### src/rtl/amc_defs.svh
`ifndef AMC_DEFS_SVH
`define AMC_DEFS_SVH
// Clock rate in MHz; cycle counts are derived from microsecond times.
`define AMC_CLK_MHZ 25
`define AMC_CYC(us) ((us) * `AMC_CLK_MHZ)
// Unspecified delays, in microseconds.
`define AMC_T_INIT_US 10
`define AMC_T_REBOOT_US 50
`define AMC_T_RESTART_US 20
`define AMC_T_HOLDUP_US 5
`define AMC_T_CLIP_US 2
`define AMC_T_STEP_US 4
// Register byte offsets.
`define AMC_OFF_CTRL 12'h000
`define AMC_OFF_STATUS 12'h004
// Control field positions and reset value.
`define AMC_CTRL_STBY 0
`define AMC_CTRL_MUTE 1
`define AMC_CTRL_RST 32'h00000000
// Status field positions.
`define AMC_ST_STATE 0
`define AMC_ST_LEVEL 4
`define AMC_ST_PROT 8
`define AMC_ST_CLIP 9
`define AMC_ST_AMP 11
`define AMC_ST_AUX 12
`define AMC_ST_CTL 13
`endif

### src/rtl/amc_pkg.sv
package amc_pkg;
    // Sequencer states.
    typedef enum logic [3:0] {
        AMC_INIT, AMC_CHECK, AMC_REBOOT, AMC_RUN, AMC_STBY,
        AMC_FAULT, AMC_AUX, AMC_CTRL, AMC_RESTART
    } amc_state_t;
    // Condition inputs from the module's sensors, all asynchronous.
    typedef struct packed {
        logic selfcheck_err;
        logic near_thermal;
        logic supply_ovl;
        logic supersonic;
        logic speaker_ovl;
        logic f_supply;
        logic f_amp_short;
        logic f_overtemp;
        logic f_sonic;
        logic f_aux;
        logic f_ctrl;
        logic amp_temp_ok;
        logic psu_temp_ok;
    } amc_sense_t;
    // Supply and amplifier enables driven out.
    typedef struct packed {
        logic amp_enable;
        logic aux_supply_en;
        logic control_supply_en;
        logic supply_low_power;
    } amc_power_t;
endpackage : amc_pkg

### src/rtl/amc_ctrl.sv
// Function
// - Initialise, sample inputs, run with inputs open
// - Self-check at power-up, reboot after delay
// - Progressive limiting on three load conditions
// - Shut down when limiting fails, auto restart
// - Speaker overload limits first, then shuts down
// - Standby request high enters standby
// - Standby: amp off, aux off, control low-power
// - Mute high stops amplifier, supplies stay
// - Open mute input means amplifier runs
// - Saturation flag low, stretched to minimum
// - Single-channel build releases channel two flag
// - Protection flag low during fault shutdown
// - Resume after clear; overtemp waits release
// - Control overload: full power cycle, brief flag
// - Aux overload stops amp and aux, restarts
//
// Local design decisions: the address map and register access over APB.
`include "amc_defs.svh"
`timescale 1ns/100ps
`default_nettype none
module amc_ctrl
    import amc_pkg::*;
#(
    parameter int CHANNELS = 2,
    parameter int INIT_CYC = `AMC_CYC(`AMC_T_INIT_US),
    parameter int REBOOT_CYC = `AMC_CYC(`AMC_T_REBOOT_US),
    parameter int RESTART_CYC = `AMC_CYC(`AMC_T_RESTART_US),
    parameter int HOLDUP_CYC = `AMC_CYC(`AMC_T_HOLDUP_US),
    parameter int CLIP_CYC = `AMC_CYC(`AMC_T_CLIP_US),
    parameter int STEP_CYC = `AMC_CYC(`AMC_T_STEP_US)
)
(
    input wire logic pclk,
    input wire logic presetn,
    input wire logic psel,
    input wire logic penable,
    input wire logic pwrite,
    input wire logic [11:0] paddr,
    input wire logic [31:0] pwdata,
    output logic [31:0] prdata,
    output logic pready,
    output logic pslverr,
    input wire logic standby_req_in,
    input wire logic amplifier_mute_in,
    input wire logic [1:0] clip_in,
    input wire amc_sense_t sense_in,
    output amc_power_t power_out,
    output logic limit_active,
    output logic ch1_saturation_flag,
    output logic ch2_saturation_flag,
    output logic protection_flag_n
);
    // Counters are 16 bits wide, so every delay must fit; refused at elaboration.
    if (CHANNELS < 1 || CHANNELS > 2 || INIT_CYC < 1 || REBOOT_CYC < 1
        || RESTART_CYC < 1 || HOLDUP_CYC < 1 || CLIP_CYC < 1 || STEP_CYC < 1
        || INIT_CYC > 65535 || REBOOT_CYC > 65535 || RESTART_CYC > 65535
        || HOLDUP_CYC > 65535 || CLIP_CYC > 65535 || STEP_CYC > 65535)
    begin : g_param_check
        $error("amc_ctrl: unsupported parameter value.");
    end

    localparam int NS = $bits(amc_sense_t) + 4;
    localparam logic [15:0] INIT_N = 16'(INIT_CYC - 1);
    localparam logic [15:0] REBOOT_N = 16'(REBOOT_CYC - 1);
    localparam logic [15:0] RESTART_N = 16'(RESTART_CYC - 1);
    localparam logic [15:0] HOLDUP_N = 16'(HOLDUP_CYC);
    localparam logic [15:0] CLIP_N = 16'(CLIP_CYC);
    localparam logic [15:0] STEP_N = 16'(STEP_CYC - 1);

    logic [NS-1:0] raw_in; // All pin inputs side by side.
    logic [NS-1:0] sync_a; // First synchroniser stage, read only by sync_b.
    logic [NS-1:0] sync_b; // Second stage, safe to use.
    amc_sense_t sn; // Synchronised sensor conditions.
    logic stby_pin; // Synchronised standby request.
    logic mute_pin; // Synchronised mute request.
    logic [1:0] clip_s; // Synchronised clip detectors.
    amc_state_t state; // Sequencer state.
    logic [15:0] cnt; // Delay counter for the current state.
    logic [15:0] step_cnt; // Divider for the limiting step pulse.
    logic step; // One-cycle limiting step enable.
    logic [2:0] level; // Progressive limiting depth.
    logic ot_seen; // Overtemperature caused the current shutdown.
    logic [31:0] ctrl; // Software control register.
    logic [1:0] clip_flag_n; // Stretched saturation flags, active low.
    logic lim_cond; // Any condition that calls for limiting.
    logic hard_fault; // Conditions that shut the amplifier down at once.
    logic trip; // Limiting is saturated and not enough.

    assign raw_in = {sense_in, standby_req_in, amplifier_mute_in, clip_in};

    // Every pin input passes two flip-flops before logic reads it.
    genvar gi;
    generate
        for (gi = 0; gi < NS; gi++)
        begin : g_sync
            always_ff @(posedge pclk or negedge presetn)
            begin
                if (!presetn)
                begin
                    sync_a[gi] <= 1'b0;
                    sync_b[gi] <= 1'b0;
                end
                else
                begin
                    sync_a[gi] <= raw_in[gi];
                    sync_b[gi] <= sync_a[gi];
                end
            end
        end
    endgenerate

    // Reset value zero is also the pull-down default of open inputs.
    assign {sn, stby_pin, mute_pin, clip_s} = sync_b;

    // Limiting covers thermal, supply and super-sonic load, plus speaker
    // overload, which thereby limits before it can shut down.
    assign lim_cond = sn.near_thermal | sn.supply_ovl | sn.supersonic
        | sn.speaker_ovl;
    assign hard_fault = sn.f_supply | sn.f_amp_short | sn.f_overtemp | sn.f_sonic;
    assign trip = (level == 3'h7) && lim_cond && step;

    // Step divider; limiting ramps one level per step, so short bursts
    // only clip lightly rather than shutting the module down.
    always_ff @(posedge pclk or negedge presetn)
    begin
        if (!presetn)
            step_cnt <= 16'h0000;
        else if (step)
            step_cnt <= 16'h0000;
        else
            step_cnt <= step_cnt + 16'h0001;
    end
    assign step = (step_cnt == STEP_N);

    // Limiting level rises while a load condition stands, falls otherwise.
    always_ff @(posedge pclk or negedge presetn)
    begin
        if (!presetn)
            level <= 3'h0;
        else if (state != AMC_RUN)
            level <= 3'h0;
        else if (step && lim_cond && level != 3'h7)
            level <= level + 3'h1;
        else if (step && !lim_cond && level != 3'h0)
            level <= level - 3'h1;
    end

    // Main sequencer and its delay counter.
    always_ff @(posedge pclk or negedge presetn)
    begin
        if (!presetn)
        begin
            state <= AMC_INIT;
            cnt <= 16'h0000;
            ot_seen <= 1'b0;
        end
        else
        begin
            cnt <= cnt + 16'h0001;
            case (state)
                AMC_INIT:
                    // Short initialisation before inputs are looked at.
                    if (cnt == INIT_N)
                    begin
                        state <= AMC_CHECK;
                        cnt <= 16'h0000;
                    end
                AMC_CHECK:
                begin
                    // Self-check verdict decides run or reboot.
                    cnt <= 16'h0000;
                    if (sn.selfcheck_err || hard_fault || sn.f_ctrl)
                        state <= AMC_REBOOT;
                    else
                        state <= AMC_RUN;
                end
                AMC_REBOOT:
                    if (cnt == REBOOT_N)
                    begin
                        state <= AMC_INIT;
                        cnt <= 16'h0000;
                    end
                AMC_RUN:
                begin
                    cnt <= 16'h0000;
                    // Control supply overload wins: it takes everything down.
                    if (sn.f_ctrl)
                        state <= AMC_CTRL;
                    else if (hard_fault || trip)
                    begin
                        state <= AMC_FAULT;
                        ot_seen <= sn.f_overtemp;
                    end
                    else if (sn.f_aux)
                        state <= AMC_AUX;
                    else if (stby_pin || ctrl[`AMC_CTRL_STBY])
                        state <= AMC_STBY;
                end
                AMC_STBY:
                begin
                    cnt <= 16'h0000;
                    if (sn.f_ctrl)
                        state <= AMC_CTRL;
                    else if (!stby_pin && !ctrl[`AMC_CTRL_STBY])
                        state <= AMC_RUN;
                end
                AMC_FAULT:
                begin
                    cnt <= 16'h0000;
                    ot_seen <= ot_seen | sn.f_overtemp;
                    // Overtemperature also needs both release thresholds.
                    if (sn.f_ctrl)
                        state <= AMC_CTRL;
                    else if (!hard_fault && !lim_cond
                        && (!ot_seen || (sn.amp_temp_ok && sn.psu_temp_ok)))
                        state <= AMC_RESTART;
                end
                AMC_AUX:
                begin
                    cnt <= 16'h0000;
                    if (sn.f_ctrl)
                        state <= AMC_CTRL;
                    else if (!sn.f_aux)
                        state <= AMC_RESTART;
                end
                AMC_CTRL:
                    // Full power-down, then a fresh power-up.
                    if (cnt == REBOOT_N)
                    begin
                        state <= AMC_INIT;
                        cnt <= 16'h0000;
                    end
                AMC_RESTART:
                    if (cnt == RESTART_N)
                    begin
                        state <= AMC_RUN;
                        cnt <= 16'h0000;
                        ot_seen <= 1'b0;
                    end
                default:
                begin
                    state <= AMC_INIT;
                    cnt <= 16'h0000;
                end
            endcase
        end
    end

    // Supply and amplifier enables, registered from the state.
    always_ff @(posedge pclk or negedge presetn)
    begin
        if (!presetn)
        begin
            power_out <= '0;
            limit_active <= 1'b0;
            protection_flag_n <= 1'b1;
        end
        else
        begin
            // Mute stops only the amplifier; every supply keeps running.
            power_out.amp_enable <= (state == AMC_RUN)
                && !mute_pin && !ctrl[`AMC_CTRL_MUTE];
            // Standby and aux overload keep only the control supplies.
            power_out.aux_supply_en <= (state == AMC_RUN)
                || (state == AMC_RESTART) || (state == AMC_FAULT);
            power_out.control_supply_en <= (state != AMC_CTRL);
            power_out.supply_low_power <= (state == AMC_STBY);
            limit_active <= (state == AMC_RUN) && (level != 3'h0);
            // Open-collector flag: low asserts, high is released.
            protection_flag_n <= !((state == AMC_FAULT) || (state == AMC_AUX)
                || (state == AMC_CTRL && cnt < HOLDUP_N));
        end
    end

    // Per-channel stretchers keep short clips visible on a lamp.
    generate
        for (gi = 0; gi < 2; gi++)
        begin : g_clip
            logic [15:0] hold; // Cycles left of the minimum low time.
            always_ff @(posedge pclk or negedge presetn)
            begin
                if (!presetn)
                begin
                    hold <= 16'h0000;
                    clip_flag_n[gi] <= 1'b1;
                end
                else if (gi >= CHANNELS)
                begin
                    hold <= 16'h0000;
                    clip_flag_n[gi] <= 1'b1;
                end
                else if (clip_s[gi])
                begin
                    hold <= CLIP_N - 16'h0001;
                    clip_flag_n[gi] <= 1'b0;
                end
                else if (hold != 16'h0000)
                begin
                    hold <= hold - 16'h0001;
                    clip_flag_n[gi] <= 1'b0;
                end
                else
                    clip_flag_n[gi] <= 1'b1;
            end
        end
    endgenerate
    assign ch1_saturation_flag = clip_flag_n[0];
    assign ch2_saturation_flag = clip_flag_n[1];

    // APB slave: zero wait states; unmapped addresses raise pslverr.
    assign pready = 1'b1;
    always_comb
    begin
        pslverr = 1'b0;
        prdata = 32'h00000000;
        if (psel && penable)
        begin
            case (paddr)
                `AMC_OFF_CTRL:
                    prdata = ctrl;
                `AMC_OFF_STATUS:
                begin
                    prdata[`AMC_ST_STATE +: 4] = state;
                    prdata[`AMC_ST_LEVEL +: 3] = level;
                    prdata[`AMC_ST_PROT] = !protection_flag_n;
                    prdata[`AMC_ST_CLIP +: 2] = ~clip_flag_n;
                    prdata[`AMC_ST_AMP] = power_out.amp_enable;
                    prdata[`AMC_ST_AUX] = power_out.aux_supply_en;
                    prdata[`AMC_ST_CTL] = power_out.control_supply_en;
                end
                default:
                    pslverr = 1'b1;
            endcase
        end
    end

    // Control register; only the two defined bits are stored.
    always_ff @(posedge pclk or negedge presetn)
    begin
        if (!presetn)
            ctrl <= `AMC_CTRL_RST;
        else if (psel && penable && pwrite && paddr == `AMC_OFF_CTRL)
            ctrl <= pwdata & 32'h00000003;
    end

    // Length of the current low phase of channel one, for checking; in the
    // cycle after the flag is released it still holds the full low length.
    logic [15:0] low_len;
    always_ff @(posedge pclk or negedge presetn)
    begin
        if (!presetn)
            low_len <= 16'h0000;
        else if (!ch1_saturation_flag)
            low_len <= low_len + 16'h0001;
        else
            low_len <= 16'h0000;
    end

    a_init_len: assert property (@(posedge pclk) disable iff (!presetn)
        $rose(state == AMC_CHECK) |-> $past(state) == AMC_INIT && $past(cnt) == INIT_N)
        else $error("Initialisation ended early.");
    a_check_reboot: assert property (@(posedge pclk) disable iff (!presetn)
        state == AMC_CHECK && sn.selfcheck_err |=> state == AMC_REBOOT)
        else $error("Self-check error did not reboot.");
    a_limit_trip: assert property (@(posedge pclk) disable iff (!presetn)
        state == AMC_RUN && trip && !sn.f_ctrl |=> state == AMC_FAULT ##1 !protection_flag_n)
        else $error("Saturated limiting did not shut down.");
    a_stby_power: assert property (@(posedge pclk) disable iff (!presetn)
        state == AMC_STBY |=> !power_out.amp_enable && !power_out.aux_supply_en
        && power_out.supply_low_power && power_out.control_supply_en)
        else $error("Standby outputs wrong.");
    a_mute_amp: assert property (@(posedge pclk) disable iff (!presetn)
        state == AMC_RUN && mute_pin |=> !power_out.amp_enable && power_out.aux_supply_en)
        else $error("Mute did not stop only the amplifier.");
    a_clip_min: assert property (@(posedge pclk) disable iff (!presetn)
        $rose(ch1_saturation_flag) |-> low_len >= CLIP_N)
        else $error("Saturation flag low pulse too short.");
    a_ch2_open: assert property (@(posedge pclk) disable iff (!presetn)
        CHANNELS == 1 |-> ch2_saturation_flag)
        else $error("Channel two flag driven in single-channel build.");
    a_ot_release: assert property (@(posedge pclk) disable iff (!presetn)
        state == AMC_FAULT && ot_seen && !sn.amp_temp_ok |=> state != AMC_RESTART)
        else $error("Restart before overtemperature release.");
    a_ctrl_holdup: assert property (@(posedge pclk) disable iff (!presetn)
        state == AMC_CTRL && cnt == HOLDUP_N |=> protection_flag_n && !power_out.control_supply_en)
        else $error("Protection flag outlived control hold-up.");
endmodule : amc_ctrl
`default_nettype wire

### config.mk
export PLATFORM = sky130hd
export DESIGN_NAME = amc_ctrl
export DESIGN_NICKNAME = d
export VERILOG_FILES = /design/src/rtl/amc_pkg.sv /design/src/rtl/amc_ctrl.sv
export VERILOG_INCLUDE_DIRS = /design/src /design/src/rtl
export SDC_FILE = /design/constraint.sdc
export NUM_CORES = 1
export LEC_CHECK = 0
export BUFFER_PORTS_ARGS = -buffer_cell sky130_fd_sc_hd__buf_4
export CORE_UTILIZATION = 27
export CTS_CLUSTER_SIZE = 24
export DETAILED_ROUTE_END_ITERATION = 10
export GPL_TIMING_DRIVEN = 0
export HOLD_SLACK_MARGIN = 0.03
export SETUP_SLACK_MARGIN = 0.05
export SYNTH_ARGS = -nofsm -noshare
export SYNTH_HDL_FRONTEND = slang
export SYNTH_SLANG_ARGS = --single-unit
### constraint.sdc
create_clock -name pclk -period 7.4 [get_ports pclk]
set_clock_uncertainty 0.2 [all_clocks]
set_input_delay 1.48 -clock pclk [delete_from_list [all_inputs] [get_ports pclk]]
set_output_delay 1.48 -clock pclk [all_outputs]
set_load 0.01 [all_outputs]
# Yosys cells after proc, flatten, opt, wreduce, memory -nomap -nowiden
# Index checks and enable logic that the tools add are counted.
# classes
addsub,6
n_lt_le_gt_ge,1
n_eq_ne,26
mux,40
bitwise,8
n_reduce_logical,48
# ops
operator,count
16-bit two-way mux,8
4-bit two-way mux,13
16-bit one-hot mux with 3 select lines,1
16-bit by 1-bit adder with 16-bit output (second input constant),2
4-bit one-hot mux with 8 select lines,1
16-bit nonzero test,2
16-bit by 1-bit subtractor with 16-bit output (second input constant),2
1-bit logical AND,17
16-bit by 11-bit == test with 1-bit output (second input constant),1
16-bit by 7-bit == test with 1-bit output (second input constant),1
16-bit by 8-bit == test with 1-bit output (second input constant),1
16-bit by 9-bit == test with 1-bit output (second input constant),1
4-bit by 3-bit == test with 1-bit output (second input constant),4
16-bit by 7-bit < comparator with 1-bit output (second input constant),1
14-bit two-way mux,1
7-bit one-hot mux with 2 select lines,1
12-bit by 3-bit == test with 1-bit output (second input constant),1
12-bit logical NOT,1
3-bit != test (second input constant),4
1-bit two-way mux,10
1-bit logical NOT,9
1-bit logical OR,9
3-bit two-way mux,3
3-bit nonzero test,3
other kinds (20),32
# totals
register_bits,116
input_bits,66
out_inout_bits,42

# Logic depth before layout (Yosys ltp)
# logic_depth
ltp_word,9
ltp_mapped,9
ltp_nobuf,8

# Worst setup path after synthesis
# Ideal clock, no wire load.
# synth_path
path_type,input port to output port
start,input port paddr[1]
end,output port prdata[11]
arrival_ps,2495
t_required_ps,5720
slack_ps,3225
cell_stages,7
n_path_buf,1
cell_sequence,nor4_1 nand3_1 inv_1 nand3_1 clkbuf_1 nor2_1 and2_1
# synth_between
elab_chain_len,3
# synth_lines
element,line,text
from (decl),amc_ctrl.sv:39,"input wire logic [11:0] paddr,"
12-bit by 3-bit == test with 1-bit output,amc_ctrl.sv:319,case (paddr)
6-bit two-way mux,amc_ctrl.sv:319,
14-bit two-way mux,amc_ctrl.sv:317,if (psel && penable)
to (decl),amc_ctrl.sv:41,"output logic [31:0] prdata,"
# Every way passes these cells.

# Worst setup path in the final report
# layout_path
start,input port paddr[4]
end,output port prdata[11]
# Same word-level chain as after synthesis.

==> out/qor.yml <==
detailed_routing:
  wirelength_mm: 11.1
  wire_per_inst_um: 12.5
  drtIter0Drc: 214
  drc: 0
  dr_total_vias: 3872
  firstDrtPassIters: 4
  viasPerCell: 4.35
  antenna_left: 0
worst_setup_path:
  cp.arrival_ns: 3.01
  crit_type: "input port to output port"
  max_stage_delay_ns: 0.31
  path_cells: "buf_4 -> nor4_1 -> nand3_1 -> inv_1 -> nand3_1 -> clkbuf_1 -> nor2_1 -> and2_1 -> buf_4"
  startpoint_type: "input port"
  worst_setup_path_end_kind: "output port"
  setup.worst_path.start: "paddr[4]"
  cp-endpoint: "prdata[11]"
  r2r_start: "step_cnt[0]"
  critPathRequiredTime_ns: 5.72
  r2r_setup_slack_ns: 4.43
  r2r-end: "state[0]"
  crit_path_max_fanout: 10
  worstRegToRegCells: 8
  critPathSlowestCell: "clkbuf_1"
yosys:
  synth_edf_count: 0
  ys_seq_elements: 116
  syn_avg_cell_area_um2: 10.4
  synth_area_um2: 5390
  synthCells: 518
  synthDistinctLibCells: 60
  ys_seq_area_share_pct: 53.9
  synth_flop_cell: "dfrtp_1"
  ys_warn_count: 0
  ys_async_sr_fraction_pct: 100
timing:
  max_slew_margin_pct: 34.7
  min_period_ns: 4.69
  worst_slew_pin_slew_ns: 0.970
  rsz0062_at_grt: "no"
  timing.fmax_mhz: 213
  final_max_slew_viol_count: 0
  period_share_pct: 63.4
  timing_hold_violations_final: 0
  setup-tns-final_ns: 0
  setup-violations-final: 0
power:
  power.leakage_nw: 3.07
  ir_worst_vdd_mv: 0.168
  total_power_w: 0.00162
  powerDensity_nw_per_um2: 235
die:
  ios: 108
  start_util_pct: 27.6
  num_rows: 51
  coreArea_um2: 19500
  die-width_um: 143
  dieArea_um2: 20500
  dieHeight_um: 143
finish:
  drive_above_1_share_pct: 20.1
  stdcell_count: 891
  mostFrequentLayoutCells: "113 x dfrtp_1, 77 x buf_4, 70 x nor2_1"
  diodes: 0
  fill_cells: 1999
  fin_area_um2: 6900
  syn2layout_area_growth_pct: 28.1
  finalNetCount: 686
  final_common_cell: "dfrtp_1"
flow_run:
  drv_cap: 0
cts:
  clockBufferDepth: 2
  clkSlewWorstSetupHoldPaths_ns: 0.05
  insertion_delay_ns: 0.42
  cts_root_buf: "clkbuf_16"
  cts-resized-gates: 0
  cts.sinks: 116
  cts_tree: "done"
  cts_setup_buffers: 0
  cts_buffers: 17
  htreeDepth: 4
  cts_hold_buf: 0
min_path:
  hold_class: "flip-flop to flip-flop"
place:
  gp_congestion: 0.829
  port_buffers: 57
  placed_area_um2: 6250
  dp_hpwl_mm: 7.84
  dp.cells: 859
outcome:
  status: "completed"
grt:
  antenna_found_initial: 0
  grt_pass1_wl_mm: 18.7
  grt_use_total_pct: 12.1
  grt.overflow.total: 0
  grt_max_degree: 74
  grt_pass1_vias: 3837
==> metrics by stage <==
step	hold WS (ns)	worst slack (ns)	utilization [%]
global placement	0.134	2.65	31.8
finish	0.145	2.71	35.4
floorplan	0.131	3.22	-
global route	0.153	2.50	35.4
detailed placement	0.135	2.62	32.0
CTS	0.147	2.62	35.4
==> Yosys cell counts, drive strengths merged (2+ instances only) <==
| library cell | number | share of area, % |
|---|---|---|
| ha | 6 | 1.4 |
| nor4b | 4 | 0.65 |
| nand4 | 10 | 1.2 |
| nor4 | 17 | 2.1 |
| or4 | 9 | 1.3 |
| nor2 | 71 | 5.0 |
| a21oi | 14 | 1.3 |
| o311ai | 3 | 0.63 |
| nand2 | 28 | 1.9 |
| or2 | 2 | 0.23 |
| and3 | 4 | 0.46 |
| nor3b | 3 | 0.42 |
| inv | 14 | 0.97 |
| or3 | 8 | 0.93 |
| conb | 2 | 0.14 |
| a211oi | 6 | 0.93 |
| xor2 | 18 | 2.9 |
| nor2b | 7 | 0.81 |
| dfstp | 3 | 1.5 |
| nand3 | 22 | 2.0 |
| buf | 24 | 3.2 |
| dfrtp | 113 | 52 |
| mux2i | 5 | 0.93 |
| and4 | 3 | 0.49 |
| nand4b | 2 | 0.32 |
| nand3b | 2 | 0.28 |
| o21ai | 5 | 0.46 |
| xnor2 | 34 | 5.5 |
| clkbuf | 13 | 0.91 |
| mux2 | 4 | 0.84 |
| and2 | 6 | 0.70 |
| nand2b | 11 | 1.3 |
| nor3 | 25 | 2.3 |
| and3b | 4 | 0.67 |
==> worst max-delay path: cells and delay by family <==
| kind | cells | cell delay, ns |
|---|---|---|
| buf+inv | 4 | 0.60 |
| simple gates | 5 | 0.92 |
==> flip-flops by register name, summed over array words and instances, names as in the netlist <==
signal	flops
ch1_saturation_flag	1
ch2_saturation_flag	1
clip_s	2
cnt	16
ctrl	2
g_clip.hold	32
level	3
limit_active	1
mute_pin	1
ot_seen	1
power_out	4
protection_flag_n	1
sn	13
state	4
stby_pin	1
step_cnt	16
sync_a	17
==> worst min path at each step <==
| stage | cells after the start | end | startpoint |
|---|---|---|---|
| after global routing | 0 | sn[11] | sync_a[15] |
| after CTS | 0 | clip_s[0] | sync_a[0] |
| after floorplan | 0 | clip_s[0] | sync_a[0] |
| after detailed placement | 0 | clip_s[0] | sync_a[0] |
| after global placement | 0 | sn[11] | sync_a[15] |
| final | 0 | sn[3] | sync_a[7] |
==> final cells by class <==
cell class	count	area, um^2	share of cell area, %
flip-flops and latches	116	2910	42.1
inverters	14	52.6	0.761
clock buffers	21	480	6.96
well taps	265	332	4.80
multi-input cells	369	2280	33.0
plain buffers	37	220	3.19
repair buffers	58	459	6.65
clock inverters	11	174	2.52
==> power by group <==
group | internal, W | switching (W)
logic | 0.0000349 | 0.0000405
clock network | 0.000599 | 0.000285
registers | 0.000652 | 0.0000104
total | 0.00129 | 0.000336
==> cells by family (layout without fill, tap and decap cells) <==
kind of cell	Yosys count	in the layout	share of synthesized area [%]
flops	116	116	53.9
buf+inv	51	141	5.06
fa+ha+maj	8	8	1.95
compound gates	39	39	5.15
mux	9	9	1.76
simple gates	241	241	23.6
xor+xnor	52	52	8.45
other cells	2	20	0.139
==> per-layer routing <==
layer / vias to the layer above / global-route usage, % / share of wire [%]
met1: 1815 / 15.8 / 47
met5: - / 0 / 0
met3: 19 / 3.10 / 5.3
met2: 85 / 18.2 / 45
met4: 0 / 6.94 / 2.4
li1: 1953 / - / -
No activity file was read; power rests on OpenSTA's default activity.
